`src/hw/ccm_pkg.sv`:
```
// Purpose: Shared constants and types of the capture/compare/PWM unit
// Assumes: 8-bit register port, one 200 MHz clock
// Notes:   Register offsets are byte addresses on the plain port
package ccm_pkg;

    localparam int ADDR_W = 4;
    localparam int DATA_W = 8;
    localparam int TMR_W  = 16;
    localparam int DUTY_W = 10;

    // Register offsets
    localparam logic [ADDR_W-1:0] OFS_CONTROL   = 4'h0;
    localparam logic [ADDR_W-1:0] OFS_DUTY_HIGH = 4'h1;
    localparam logic [ADDR_W-1:0] OFS_CC_LOW    = 4'h2;
    localparam logic [ADDR_W-1:0] OFS_CC_HIGH   = 4'h3;
    localparam logic [ADDR_W-1:0] OFS_STATUS    = 4'h4;
    localparam logic [ADDR_W-1:0] OFS_MASK      = 4'h5;
    localparam logic [ADDR_W-1:0] OFS_TIMER_SEL = 4'h6;

    // Field positions
    localparam int CTRL_MODE_LSB  = 0;
    localparam int CTRL_DUTY_LSB  = 4;
    localparam int STAT_EVENT_BIT = 0;
    localparam int STAT_TRIG_BIT  = 1;
    localparam int STAT_W         = 2;

    // Reset values
    localparam logic [3:0]        MODE_RST      = 4'h0;
    localparam logic [1:0]        DUTY_LOW_RST  = 2'h0;
    localparam logic [7:0]        DUTY_HIGH_RST = 8'h00;
    localparam logic [TMR_W-1:0]  CC_RST        = 16'h0000;
    localparam logic [STAT_W-1:0] STATUS_RST    = 2'h0;
    localparam logic [STAT_W-1:0] MASK_RST      = 2'h0;
    localparam logic              TSEL_RST      = 1'b0;

    // Mode codes
    localparam logic [3:0] MC_OFF        = 4'h0;
    localparam logic [3:0] MC_CMP_TOGGLE = 4'h2;
    localparam logic [3:0] MC_CAP_FALL   = 4'h4;
    localparam logic [3:0] MC_CAP_RISE   = 4'h5;
    localparam logic [3:0] MC_CAP_RISE4  = 4'h6;
    localparam logic [3:0] MC_CAP_RISE16 = 4'h7;
    localparam logic [3:0] MC_CMP_SET    = 4'h8;
    localparam logic [3:0] MC_CMP_CLR    = 4'h9;
    localparam logic [3:0] MC_CMP_IRQ    = 4'hA;
    localparam logic [3:0] MC_CMP_SPEC   = 4'hB;
    localparam logic [1:0] MC_PWM_TOP    = 2'h3;

    // Edge prescale ratios
    localparam logic [4:0] RATIO_1  = 5'h01;
    localparam logic [4:0] RATIO_4  = 5'h04;
    localparam logic [4:0] RATIO_16 = 5'h10;

    typedef enum logic [3:0] {
        CCM_OFF, CCM_CMP_TOGGLE, CCM_CAP_FALL, CCM_CAP_RISE,
        CCM_CAP_RISE4, CCM_CAP_RISE16, CCM_CMP_SET, CCM_CMP_CLR,
        CCM_CMP_IRQ, CCM_CMP_SPEC, CCM_PWM
    } ccm_mode_type;

    typedef struct packed {
        logic [ADDR_W-1:0] addr;
        logic [DATA_W-1:0] wdata;
        logic              wr;
        logic              rd;
    } ccm_bus_req_type;

    typedef struct packed {
        logic [TMR_W-1:0] one;
        logic [TMR_W-1:0] three;
    } ccm_timers_type;

    typedef struct packed {
        logic              pin_meta;
        logic              pin_sync;
        logic              pin_prev;
        logic [3:0]        mode;
        logic [1:0]        duty_low;
        logic [7:0]        duty_high;
        logic [TMR_W-1:0]  cc;
        logic [STAT_W-1:0] status;
        logic [STAT_W-1:0] mask;
        logic              tsel;
        logic [DATA_W-1:0] rdata;
        logic              out_level;
        logic              match_prev;
        logic [DUTY_W-1:0] pwm_duty;
        logic              clr_one;
        logic              clr_three;
        logic              conv_start;
    } ccm_core_state_type;

endpackage

```
`src/hw/ccm_edge_prescale.sv`:
```
// Purpose: Counts qualifying input edges and fires once per ratio
// Assumes: ratio is 1, 4 or 16; edge_seen is one cycle per edge
// Notes:   clear restarts the count from zero
`timescale 1ns/10ps
module ccm_edge_prescale
    import ccm_pkg::*;
(
    input  wire logic       core_clk,
    input  wire logic       rstn,
    input  wire logic       clear,
    input  wire logic       edge_seen,
    input  wire logic [4:0] ratio,
    output logic            fire
);

    logic [4:0] count_r;
    logic [4:0] count_nxt;

    always_comb
    begin
        fire      = edge_seen && (count_r == ratio - 5'h01);
        count_nxt = count_r;
        if (clear)
        begin
            count_nxt = 5'h00;
        end
        else if (fire)
        begin
            count_nxt = 5'h00;
        end
        else if (edge_seen)
        begin
            count_nxt = count_r + 5'h01;
        end
    end

    always_ff @(posedge core_clk or negedge rstn)
    begin
        if (!rstn)
        begin
            count_r <= 5'h00;
        end
        else
        begin
            count_r <= count_nxt;
        end
    end
endmodule // ccm_edge_prescale

```
`src/hw/ccm_unit.sv`:
```
// Purpose: Capture, compare and PWM mode control of unit two
// Assumes: Timers and PWM time base are on core_clk; pin is asynchronous
// Notes:   Compare register doubles as capture register
`timescale 1ns/10ps

// Overview of operation
// - Mode 0000 switches the unit off and resets its internal state.
// - Mode 0010 compares and inverts the output pin on each match.
// - Mode 0100 captures on falling edges, 0101 on rising edges.
// - Mode 0110 captures every fourth rising edge, 0111 every sixteenth.
// - Mode 1000 drives pin low on entry, high on match.
// - Mode 1001 drives pin high on entry, low on match.
// - Mode 1010 only raises the interrupt flag on match; pin holds.
// - Mode 1011 match clears the selected timer, one or three.
// - Special trigger starts a conversion only with converter enabled.
// - Modes 11xx are PWM; duty field gives the two low bits.
// - PWM takes the eight high duty bits from the high-byte register.
// - Duty field has no effect in capture and compare modes.
// - Control bits 7 and 6 are unimplemented and read zero.
module ccm_unit
    import ccm_pkg::*;
(
    input  wire logic              core_clk,
    input  wire logic              rstn,
    input  wire ccm_bus_req_type   bus_req,
    output logic [DATA_W-1:0]      bus_rdata,
    input  wire ccm_timers_type    timers,
    input  wire logic              converter_enabled,
    input  wire logic [DUTY_W-1:0] pwm_time,
    input  wire logic              pwm_period_start,
    input  wire logic              capture_compare_pin_in,
    output logic                   capture_compare_pin_out,
    output logic                   capture_compare_pin_oe,
    output logic                   timer_one_clear,
    output logic                   timer_three_clear,
    output logic                   conversion_start,
    output logic                   irq
);

    ccm_core_state_type st_r;
    ccm_core_state_type st_nxt;

    ccm_mode_type       mode;
    ccm_mode_type       new_mode;
    logic [TMR_W-1:0]   sel_timer;
    logic               rise_seen;
    logic               fall_seen;
    logic               cap_edge;
    logic               cap_fire;
    logic               match_now;
    logic               match_fire;
    logic               ctrl_wr;
    logic               mode_change;
    logic               off_wr;
    logic [4:0]         ratio;
    logic               is_capture;
    logic               is_compare;
    logic [STAT_W-1:0]  stat_set;
    logic [STAT_W-1:0]  stat_clr;

    function automatic ccm_mode_type decode(input logic [3:0] code);
        ccm_mode_type m;
        m = CCM_OFF;
        if (code[3:2] == MC_PWM_TOP)
        begin
            m = CCM_PWM;
        end
        else
        begin
            case (code)
                MC_CMP_TOGGLE: m = CCM_CMP_TOGGLE;
                MC_CAP_FALL:   m = CCM_CAP_FALL;
                MC_CAP_RISE:   m = CCM_CAP_RISE;
                MC_CAP_RISE4:  m = CCM_CAP_RISE4;
                MC_CAP_RISE16: m = CCM_CAP_RISE16;
                MC_CMP_SET:    m = CCM_CMP_SET;
                MC_CMP_CLR:    m = CCM_CMP_CLR;
                MC_CMP_IRQ:    m = CCM_CMP_IRQ;
                MC_CMP_SPEC:   m = CCM_CMP_SPEC;
                default:       m = CCM_OFF;
            endcase
        end
        return m;
    endfunction

    ccm_edge_prescale u_prescale (
        .core_clk  (core_clk),
        .rstn      (rstn),
        .clear     (mode_change),
        .edge_seen (cap_edge),
        .ratio     (ratio),
        .fire      (cap_fire)
    );

    always_comb
    begin
        mode       = decode(st_r.mode);
        ctrl_wr    = bus_req.wr && (bus_req.addr == OFS_CONTROL);
        new_mode   = decode(bus_req.wdata[CTRL_MODE_LSB +: 4]);
        mode_change = ctrl_wr &&
                      (bus_req.wdata[CTRL_MODE_LSB +: 4] != st_r.mode);
        off_wr     = ctrl_wr && (new_mode == CCM_OFF);
        sel_timer  = st_r.tsel ? timers.three : timers.one;
        rise_seen  = st_r.pin_sync && !st_r.pin_prev;
        fall_seen  = !st_r.pin_sync && st_r.pin_prev;
        is_capture = (mode == CCM_CAP_FALL) || (mode == CCM_CAP_RISE) ||
                     (mode == CCM_CAP_RISE4) || (mode == CCM_CAP_RISE16);
        is_compare = (mode == CCM_CMP_TOGGLE) || (mode == CCM_CMP_SET) ||
                     (mode == CCM_CMP_CLR) || (mode == CCM_CMP_IRQ) ||
                     (mode == CCM_CMP_SPEC);
        cap_edge   = 1'b0;
        ratio      = RATIO_1;
        case (mode)
            CCM_CAP_FALL:   cap_edge = fall_seen;
            CCM_CAP_RISE:   cap_edge = rise_seen;
            CCM_CAP_RISE4:
            begin
                cap_edge = rise_seen;
                ratio    = RATIO_4;
            end
            CCM_CAP_RISE16:
            begin
                cap_edge = rise_seen;
                ratio    = RATIO_16;
            end
            default:        cap_edge = 1'b0;
        endcase
        // Edge only, so a stalled timer does not refire every cycle
        match_now  = is_compare && (sel_timer == st_r.cc);
        match_fire = match_now && !st_r.match_prev && !mode_change;
    end

    always_comb
    begin
        st_nxt = st_r;
        stat_set = '0;
        stat_clr = '0;
        st_nxt.pin_meta   = capture_compare_pin_in;
        st_nxt.pin_sync   = st_r.pin_meta;
        st_nxt.pin_prev   = st_r.pin_sync;
        st_nxt.match_prev = match_now;
        st_nxt.clr_one    = 1'b0;
        st_nxt.clr_three  = 1'b0;
        st_nxt.conv_start = 1'b0;
        st_nxt.rdata      = '0;

        // Events
        if (cap_fire && is_capture && !mode_change)
        begin
            st_nxt.cc = sel_timer;
            stat_set[STAT_EVENT_BIT] = 1'b1;
        end
        if (match_fire)
        begin
            stat_set[STAT_EVENT_BIT] = 1'b1;
            case (mode)
                CCM_CMP_TOGGLE: st_nxt.out_level = !st_r.out_level;
                CCM_CMP_SET:    st_nxt.out_level = 1'b1;
                CCM_CMP_CLR:    st_nxt.out_level = 1'b0;
                CCM_CMP_SPEC:
                begin
                    stat_set[STAT_TRIG_BIT] = 1'b1;
                    st_nxt.clr_one   = !st_r.tsel;
                    st_nxt.clr_three = st_r.tsel;
                    st_nxt.conv_start = converter_enabled;
                end
                default:        st_nxt.out_level = st_r.out_level;
            endcase
        end

        // PWM reloads duty only at a period boundary to avoid glitches
        if (mode == CCM_PWM)
        begin
            if (pwm_period_start)
            begin
                st_nxt.pwm_duty  = {st_r.duty_high, st_r.duty_low};
                st_nxt.out_level = ({st_r.duty_high, st_r.duty_low} != '0);
            end
            else if (pwm_time == st_r.pwm_duty)
            begin
                st_nxt.out_level = 1'b0;
            end
        end

        // Register writes
        if (bus_req.wr)
        begin
            if (bus_req.addr == OFS_CONTROL)
            begin
                st_nxt.mode     = bus_req.wdata[CTRL_MODE_LSB +: 4];
                st_nxt.duty_low = bus_req.wdata[CTRL_DUTY_LSB +: 2];
            end
            else if (bus_req.addr == OFS_DUTY_HIGH)
            begin
                st_nxt.duty_high = bus_req.wdata;
            end
            else if (bus_req.addr == OFS_CC_LOW)
            begin
                st_nxt.cc[7:0] = bus_req.wdata;
            end
            else if (bus_req.addr == OFS_CC_HIGH)
            begin
                st_nxt.cc[15:8] = bus_req.wdata;
            end
            else if (bus_req.addr == OFS_STATUS)
            begin
                stat_clr = bus_req.wdata[STAT_W-1:0];
            end
            else if (bus_req.addr == OFS_MASK)
            begin
                st_nxt.mask = bus_req.wdata[STAT_W-1:0];
            end
            else if (bus_req.addr == OFS_TIMER_SEL)
            begin
                st_nxt.tsel = bus_req.wdata[0];
            end
        end
        // Set wins over a clear in the same cycle
        st_nxt.status = (st_r.status & ~stat_clr) | stat_set;

        // Mode entry
        if (mode_change)
        begin
            st_nxt.match_prev = 1'b0;
            case (new_mode)
                CCM_CMP_SET:  st_nxt.out_level = 1'b0;
                CCM_CMP_CLR:  st_nxt.out_level = 1'b1;
                default:      st_nxt.out_level = st_r.out_level;
            endcase
        end
        if (off_wr)
        begin
            st_nxt.out_level  = 1'b0;
            st_nxt.pwm_duty   = '0;
            st_nxt.match_prev = 1'b0;
            st_nxt.clr_one    = 1'b0;
            st_nxt.clr_three  = 1'b0;
            st_nxt.conv_start = 1'b0;
        end

        // Register reads
        if (bus_req.rd)
        begin
            if (bus_req.addr == OFS_CONTROL)
            begin
                st_nxt.rdata = {2'b00, st_r.duty_low, st_r.mode};
            end
            else if (bus_req.addr == OFS_DUTY_HIGH)
            begin
                st_nxt.rdata = st_r.duty_high;
            end
            else if (bus_req.addr == OFS_CC_LOW)
            begin
                st_nxt.rdata = st_r.cc[7:0];
            end
            else if (bus_req.addr == OFS_CC_HIGH)
            begin
                st_nxt.rdata = st_r.cc[15:8];
            end
            else if (bus_req.addr == OFS_STATUS)
            begin
                st_nxt.rdata = {6'h00, st_r.status};
            end
            else if (bus_req.addr == OFS_MASK)
            begin
                st_nxt.rdata = {6'h00, st_r.mask};
            end
            else if (bus_req.addr == OFS_TIMER_SEL)
            begin
                st_nxt.rdata = {7'h00, st_r.tsel};
            end
        end
    end

    always_ff @(posedge core_clk or negedge rstn)
    begin
        if (!rstn)
        begin
            st_r           <= '0;
            st_r.mode      <= MODE_RST;
            st_r.duty_low  <= DUTY_LOW_RST;
            st_r.duty_high <= DUTY_HIGH_RST;
            st_r.cc        <= CC_RST;
            st_r.status    <= STATUS_RST;
            st_r.mask      <= MASK_RST;
            st_r.tsel      <= TSEL_RST;
        end
        else
        begin
            st_r <= st_nxt;
        end
    end

    // Duty field only reaches the pin through the PWM path
    assign capture_compare_pin_out = st_r.out_level;
    assign capture_compare_pin_oe  = is_compare || (mode == CCM_PWM);
    assign bus_rdata               = st_r.rdata;
    assign timer_one_clear         = st_r.clr_one;
    assign timer_three_clear       = st_r.clr_three;
    assign conversion_start        = st_r.conv_start;
    assign irq                     = |(st_r.status & st_r.mask);
endmodule // ccm_unit

```
`config.mk`:
```
export PLATFORM = sky130hd
export DESIGN_NAME = ccm_unit
export DESIGN_NICKNAME = d
export VERILOG_FILES = /design/src/hw/ccm_pkg.sv /design/src/hw/ccm_edge_prescale.sv /design/src/hw/ccm_unit.sv
export SDC_FILE = /design/constraint.sdc
export NUM_CORES = 1
export LEC_CHECK = 0
export ABC_AREA = 1
export BUFFER_PORTS_ARGS = -buffer_cell sky130_fd_sc_hd__buf_2
export CORE_ASPECT_RATIO = 0.8
export CORE_MARGIN = 5
export CORE_UTILIZATION = 50
export DETAILED_ROUTE_END_ITERATION = 10
export HOLD_SLACK_MARGIN = 0.05
export PLACE_DENSITY = 0.76
export SYNTH_ARGS = -nofsm -noshare
export SYNTH_HDL_FRONTEND = slang
export SYNTH_SLANG_ARGS = --single-unit
export TNS_END_PERCENT = 30
```
`constraint.sdc`:
```
create_clock -name core_clk -period 1.68 [get_ports core_clk]
set_input_delay 0.252 -clock core_clk [delete_from_list [all_inputs] [get_ports core_clk]]
set_output_delay 0.252 -clock core_clk [all_outputs]
set_load 0.02 [all_outputs]
```
==> flow_summary_export.csv, run 1 <==
group,metric,value,unit
yosys,netlist_area,0.00392,mm²
placement,io_buffers,74,
worst_setup_path,cp.depth,16,
cts,root_buffer,"clkbuf_8",
worst_setup_path,endpoint_kind,"flop",
placement,dp_hpwl,8910,µm
detailed_routing,route.antenna.remaining_nets,0,
worst_setup_path,crit_chain,"buf_8 > nand2_1 > nand2_1 > nand2_1 > nand2_1 > nand2_1 > nor2_1 > nand3_2 > nor2_4 > nand3_2 > nand2_1 > nand3_1 > nand2_1 > nand2_1 > nand2_1 > nand2_1",
yosys,yosys_warnings,0,
yosys,yosys.cell_types.count,38,
worst_setup_path,cp_max_fo,16,
placement,gp_congestion,0.974,
worst_setup_path,cpMaxStageDelayCell,"dfrtp_2",
floorplanning,die_w,109,µm
pwr,p_total,6360,µW
layout,fin_nets,733,
worst_setup_path,worstReg2RegStart,"st_r[23]",
status,violations,"negative setup slack",
yosys,syn_nets,598,
detailed_routing,drt-initial-drc-count,402,
detailed_routing,totalWireLength,12000,µm
detailed_routing,drc,0,
cts,clk_path_buf_depth,2,
cts,cts_buffers,9,
global_route,track_usage,0.258,
sta,slew_violations,0,
worst_setup_path,worstSetupStartpoint,"st_r[23]",
worst_setup_path,critPathMaxStageDelay,0.45,ns
pwr,ir_drop,0.000687,V
layout,antenna-diode-count,0,
floorplanning,io_pins,75,
yosys,syn_avg_cell_area,7.32,µm²
detailed_routing,post_drt_wl_per_cell,15.4,µm
detailed_routing,avgViaCountPerCell,5.48,
layout,final_core_util,0.688,
sta,period_minus_slack,1.90,ns
worst_setup_path,cp-endpoint,"capture_compare_pin_out",
sta,finalWorstSetupSlack,-0.216,ns
worst_setup_path,crit_type,"reg -> reg",
sta,fin_crit_sh,1.13,
worst_setup_path,cp_common_cell,"nand2_1",
layout,areaGrowthSynthToFinish,32.1,%
worst_setup_path,reg2reg_depth,16,
worst_setup_path,crit_family,"simple AND/OR/NAND/NOR gates",
layout,drive_gt1_frac,0.314,
sta,fin_tns_setup,-1.77,ns
floorplanning,core_area,0.00753,mm²
worst_setup_path,cp.required,1.94,ns
global_route,antenna_found_initial,0,
cts,clk_pin_slew_worst_paths,0.08,ns
cts,cts_num_sinks,66,
job,maxCapViolCount,0,
worst_setup_path,r2r_end,"capture_compare_pin_out",
floorplanning,start_util,0.521,
worst_setup_path,worstPathArrival,2.16,ns
sta,hold_viol,0,
floorplanning,die_h,89.2,µm
cts,cts_tree,"yes",
cts,clock_latency,0.36,ns
sta,rsz0062_at_grt,"true",
sta,tightest_slew,0.598,ns
sta,fmax,527,MHz
status,status,"finished with violations",
floorplanning,row_count,28,
sta,max_slew_margin,0.598,
hold_path,hold_path_class,"in -> reg",
pwr,p_per_area,1230,mW/mm²
worst_setup_path,critPathBufInv,1,
global_route,grt_first_pass_wirelength,19400,µm
detailed_routing,drt_first_pass_iters,6,
floorplanning,die_area,0.00973,mm²
yosys,ys_seq_area_frac,0.421,
cts,h-tree-depth,3,
sta,setup-violations-final,24,
sta,timing.hold.ws,0.166,ns
sta,finClkSkew,0.0101,ns
pwr,power.leakage,0.00268,µW
yosys,syn_inst,536,
detailed_routing,vias,4279,
global_route,grt_max_degree,37,
yosys,ys_ff_latch,66,
global_route,grt_pass1_vias,4030,
global_route,grt-ovfl-total,0,
worst_setup_path,worst_setup_path_start_kind,"flop",
worst_setup_path,rrSetupSlack,-0.22,ns
## where the power goes
| part | leakage (µW) | switching (µW) | total (µW) | internal [µW] |
|---|---|---|---|---|
| Combinational | 0.00176 | 1340 | 2440 | 1100 |
| Clock | 0.000100 | 693 | 1390 | 697 |
| Sequential | 0.000823 | 465 | 2530 | 2060 |
## how the worst min path moves through the flow
stage | from | to | slack, ns | cells past startpoint
after floorplan | rstn | bus_rdata[0] | -0.04 | 0
after global placement | rstn | st_r[43] | 0.21 | 1
final | bus_req[6] | st_r[52] | 0.17 | 3
after global routing | converter_enabled | conversion_start | 0.18 | 3
after detailed placement | rstn | st_r[43] | 0.21 | 1
after CTS | bus_req[6] | st_r[52] | 0.16 | 3
## cells by family (layout without fill, tap and decap cells)
family,after synthesis,count (layout),share of synthesized area
AO/OA/AOI/OAI,97,97,0.146
XOR/XNOR,9,9,0.0201
adder cells (fa/ha/maj),1,1,0.00319
buffers and inverters,90,230,0.107
flip-flops,66,66,0.421
AND/OR/NAND/NOR,273,273,0.303
## worst register-to-register path: stages, from the launching register on
cell	delay, ns
dfrtp_2	0.45
buf_8	0.18
nand2_1	0.08
nand2_1	0.11
nand2_1	0.09
nand2_1	0.07
nand2_1	0.05
nor2_1	0.12
nand3_2	0.09
nor2_4	0.16
nand3_2	0.08
nand2_1	0.06
nand3_1	0.06
nand2_1	0.06
nand2_1	0.05
nand2_1	0.05
nand2_1	0.04
## metrics by stage
| step | cell area [µm²] | worst slack, ns | instances |
|---|---|---|---|
| after CTS | 5070 | -0.174 | 775 |
| after global routing | 5180 | -0.393 | 781 |
| after global placement | 4740 | -0.177 | 753 |
| final | 5180 | -0.216 | 781 |
| after floorplan | 3920 | -0.0235 | 536 |
| after detailed placement | 4740 | -0.243 | 753 |
## timing repair
action,4_1_cts,5_1_grt
gates resized for setup,28,24
buffers inserted,4,6
hold buffers,2,0
endpoints found under the setup margin,24,26
hold endpoints to repair,15,0
pin swaps,6,7
## registers in the layout (all words and copies together), names as in the netlist
signal and cells:
capture_compare_pin_out 1, bus_rdata 8, st_nxt 2, conversion_start 1, st_r 47, u_prescale.count_r 5, timer_one_clear 1, timer_three_clear 1
## cell usage after synthesis
cell | instances | area [µm²]
nor3_2 | 1 | 10.0
a221oi_1 | 6 | 52.6
nor3_1 | 2 | 10.0
o21ai_1 | 6 | 30.0
ha_1 | 1 | 12.5
buf_6 | 3 | 33.8
o21ai_0 | 40 | 200
a31oi_1 | 8 | 50.1
nand3_1 | 39 | 195
inv_2 | 6 | 22.5
xor2_1 | 6 | 52.6
o2111ai_1 | 3 | 26.3
a21oi_1 | 11 | 55.1
o221ai_1 | 2 | 17.5
nand2_4 | 1 | 11.3
nand2_1 | 155 | 582
o31ai_1 | 2 | 15.0
nor2_2 | 1 | 6.26
nor2_4 | 1 | 11.3
nand3_2 | 1 | 10.0
buf_2 | 2 | 10.0
o22ai_1 | 12 | 75.1
nor2_8 | 1 | 20.0
nand2_2 | 9 | 56.3
nand3b_1 | 4 | 30.0
or2_2 | 2 | 12.5
a211oi_1 | 5 | 37.5
nand4_1 | 6 | 37.5
buf_4 | 10 | 75.1
buf_12 | 1 | 20.0
nor4_1 | 3 | 18.8
clkbuf_1 | 5 | 18.8
nor2_1 | 47 | 176
inv_4 | 1 | 6.26
xnor2_1 | 3 | 26.3
inv_1 | 62 | 233
dfrtp_1 | 66 | 1650
o211ai_1 | 2 | 15.0
## placed cells by master, fill, tap and decap left out, types with 3 or more instances in the layout
master,instances
nor2_2,5
buf_2,73
a221oi_1,6
a21oi_1,9
nand2_1,148
clkbuf_8,9
nand2_2,16
o22ai_1,12
inv_6,3
nand4_1,6
dfrtp_1,63
xor2_1,6
o21ai_1,10
o21ai_2,3
inv_2,7
nand3b_1,4
dfrtp_2,3
nor4_1,3
buf_4,62
nor2_1,41
buf_6,5
nand3_2,3
nor2_4,3
a211oi_1,5
inv_1,60
a31oi_1,8
o21ai_0,33
nand3_1,35
xnor2_1,3
## metal layers
layer,track usage,vias to the layer above,part of all wire
li1,-,2025,-
met1,0.353,1962,0.43
met2,0.400,246,0.43
met3,0.0700,46,0.11
met4,0.0872,0,0.029
met5,0,-,0
## area by class of cell
class                   count  area [µm²]
fillers                   624        2350
multi-input cells         380        1960
flip-flops and latches     66        1660
repair buffers            145         962
inverters                  69         272
well taps                 105         131
clock buffers               9         124
clock inverters             7        77.6
Power figures use the tool's default switching activity.
==> run 2: changes to the inputs <==
Settings changed: ABC_AREA 1 to not set.
==> run 2 against run 1 <==
  * Critical path type unchanged
  * Routed wire length decreased by 8.5%
  * The run still ends with negative setup slack left
  * Clock power decreased by 12%
  * Sequential share of layout area increased by 0.15 points
  * Register-to-register slack got worse by 0.43 ns
  * Clock skew decreased by 0.0042 ns
  * Sequential cell count unchanged
  * Utilization increased by 0.28 points
  * Setup slack got worse by 0.43 ns
  * Die area decreased by 1.5%
  * Synthesized cell count decreased by 28%
==> flow_summary_export.csv, run 2 <==
group,metric,value,unit
hold_path,hold_path_class,"in -> reg",
global_route,met2_usage,0.381,
sta,tightest_slew,0.534,ns
detailed_routing,drc,0,
layout,top_register,"st_r",
cts,cts_num_sinks,66,
detailed_routing,avgViaCountPerCell,5.54,
floorplanning,die_w,108,µm
pwr,ir_drop,0.000904,V
worst_setup_path,cp_max_fo,6,
yosys,synth-edff-count,0,
global_route,use_met1,0.316,
worst_setup_path,crit_chain,"buf_6 > buf_8 > mux2_4 > xor2_2 > nor4_2 > nand3_2 > buf_6 > nor4_4 > nor2b_1",
layout,antenna-diode-count,0,
global_route,grt_pass1_vias,3574,
global_route,antenna_found_initial,0,
yosys,ys_seq_area_frac,0.428,
sta,setup-violations-final,25,
pwr,p_sw_frac,0.366,
cts,cts_tree,"yes",
worst_setup_path,cp_common_cell,"buf_6",
yosys,synth_common_cells,"dfrtp_1 (66), nand2_1 (48), mux2i_1 (27)",
worst_setup_path,crit_type,"reg -> reg",
global_route,grt_first_pass_wirelength,17500,µm
cts,clk_pin_slew_worst_paths,0.08,ns
detailed_routing,route.antenna.remaining_nets,0,
yosys,synth_top_area_cell,"dfrtp_1",
pwr,pwr-share-comb,0.406,
sta,fin_crit_sh,1.39,
detailed_routing,drt-initial-drc-count,249,
placement,place_inst,595,
floorplanning,io_pins,75,
yosys,synth-main-ff-cell,"dfrtp_1",
yosys,syn_avg_cell_area,10.0,µm²
placement,gp_congestion,0.875,
cts,h-tree-depth,3,
yosys,netlist_area,0.00386,mm²
pwr,p_per_area,1210,mW/mm²
detailed_routing,totalWireLength,11000,µm
status,violations,"negative setup slack",
cts,cts_buffers,9,
yosys,ys_ff_latch,66,
global_route,track_usage,0.241,
placement,dp_hpwl,8120,µm
sta,rsz0062_at_grt,"true",
sta,timing.hold.ws,0.112,ns
pwr,intPower,3960,µW
detailed_routing,vias,3466,
layout,instances_no_fill,626,
sta,finalWorstSetupSlack,-0.650,ns
worst_setup_path,endpoint_kind,"flop",
worst_setup_path,cpMaxStageDelayCell,"dfrtp_1",
pwr,power.leakage,0.00253,µW
pwr,clkPwrFrac,0.196,
yosys,syn_inst,384,
floorplanning,core_area,0.00746,mm²
global_route,grt-ovfl-total,0,
pwr,p_switching,2290,µW
worst_setup_path,worst_setup_path_start_kind,"flop",
pwr,seqPwrFrac,0.397,
cts,clk_path_buf_depth,2,
sta,fmax,429,MHz
worst_setup_path,critPathMaxStageDelay,0.41,ns
sta,max_slew_margin,0.644,
layout,final_common_cell,"buf_2",
placement,post-place-ws,-0.605,ns
floorplanning,row_count,28,
layout,fin_nets,578,
placement,io_buffers,74,
cts,clock_latency,0.36,ns
status,status,"finished with violations",
detailed_routing,post_drt_wl_per_cell,17.5,µm
global_route,globalRouteMet3Util,0.0708,
job,maxCapViolCount,0,
detailed_routing,drt_first_pass_iters,5,
layout,areaGrowthSynthToFinish,33.6,%
yosys,yosys_warnings,0,
floorplanning,die_h,88.6,µm
cts,root_buffer,"clkbuf_8",
sta,slew_violations,0,
yosys,synthTopCellsByArea,"dfrtp_1 (43%), mux2_2 (7.6%), mux2i_1 (7.0%)",
layout,drive_gt1_frac,0.434,
yosys,synth_top_area_frac,0.428,
worst_setup_path,cp.required,1.97,ns
layout,layout_common_cells,"buf_2 (73), buf_4 (66), dfrtp_1 (64)",
layout,largest_reg_flops,47,
floorplanning,die_area,0.00959,mm²
yosys,yosys.cell_types.count,49,
global_route,busiest_layer,"met2",
sta,hold_viol,0,
sta,period_minus_slack,2.33,ns
worst_setup_path,worstPathArrival,2.62,ns
floorplanning,start_util,0.517,
global_route,grt_max_degree,32,
yosys,synth_async_sr_flop_share,1.00,
yosys,syn_nets,446,
yosys,synth.most_common_cell,"dfrtp_1",
sta,finClkSkew,0.00598,ns
## run 2: changes by cell type after synthesis, moves of 8 or more
cell and delta:
o22ai_1 -12, nand2_2 -8, xor2_1 +19, inv_1 -54, mux2_2 +26, a21oi_1 +9
nand2_1 -107, o21ai_0 -24, nand3_1 -33, mux2i_1 +27, nor2_1 -29
## run 2: power by group through the flow
stage	logic, µW	registers, µW	clock network, µW
final	2540	2480	1230
after global routing	2760	2540	1340
after CTS	2360	2450	1240
after detailed placement	2250	2470	0
after global placement	2170	2450	0
after floorplan	1400	2390	0
## run 2: layer usage
layer  vias to the layer above  routed length, µm
met1                      1673               4710
met3                        30                859
li1                       1602                  -
met4                         0                314
met5                         -                  0
met2                       161               5090
## run 2: timing repair
item,in CTS,in global routing
gates resized for setup,11,33
pin swaps,6,12
endpoints found under the setup margin,26,28
hold endpoints to repair,18,0
setup buffers,4,11
hold buffers,2,0
## run 2: layout make-up
class,count,area (µm²)
clock inverter,6,42.5
clock buffer,10,138
sequential,66,1650
multi-input combinational,279,2130
inverter,8,30.0
tap,105,131
timing repair buffer,152,1030
fill,562,2310
## run 2: kinds of logic after synthesis
family	after synthesis	synth area share
buffers and inverters	39	0.0551
adder cells (fa/ha/maj)	1	0.00324
multiplexers	60	0.174
AO/OA/AOI/OAI	65	0.104
flip-flops	66	0.428
XOR/XNOR	31	0.0704
AND/OR/NAND/NOR	122	0.165
## run 2: per-stage QoR
step	utilization	total power [µW]	setup TNS, ns	cell area (µm²)
finish	0.691	6250	-6.55	5150
global route	0.691	6640	-8.99	5150
CTS	0.668	6040	-6.23	4990
floorplan	-	3780	-4.24	3890
detailed placement	0.630	4720	-8.89	4700
global placement	0.630	4610	-7.33	4700
## run 2: path summary, 6_finish.rpt
path	from	end	slack, ns	cells past startpoint
worst min-delay path	converter_enabled	conversion_start	0.11	2
max in group asynchronous	rstn	st_r[57]	0.71	3
min in group asynchronous	rstn	conversion_start	0.40	2
worst min register to register	st_nxt[59]	st_nxt[58]	0.38	0
worst max-delay path	st_r[23]	timer_one_clear	-0.65	9
worst max register to register	st_r[23]	timer_one_clear	-0.65	9
## run 2: worst max-delay path, delay by kind of cell (launching register included)
family	cells	cell delay (ns)
XOR/XNOR	1	0.15
flip-flops	1	0.41
multiplexers	1	0.32
AND/OR/NAND/NOR	4	0.97
buffers and inverters	3	0.43
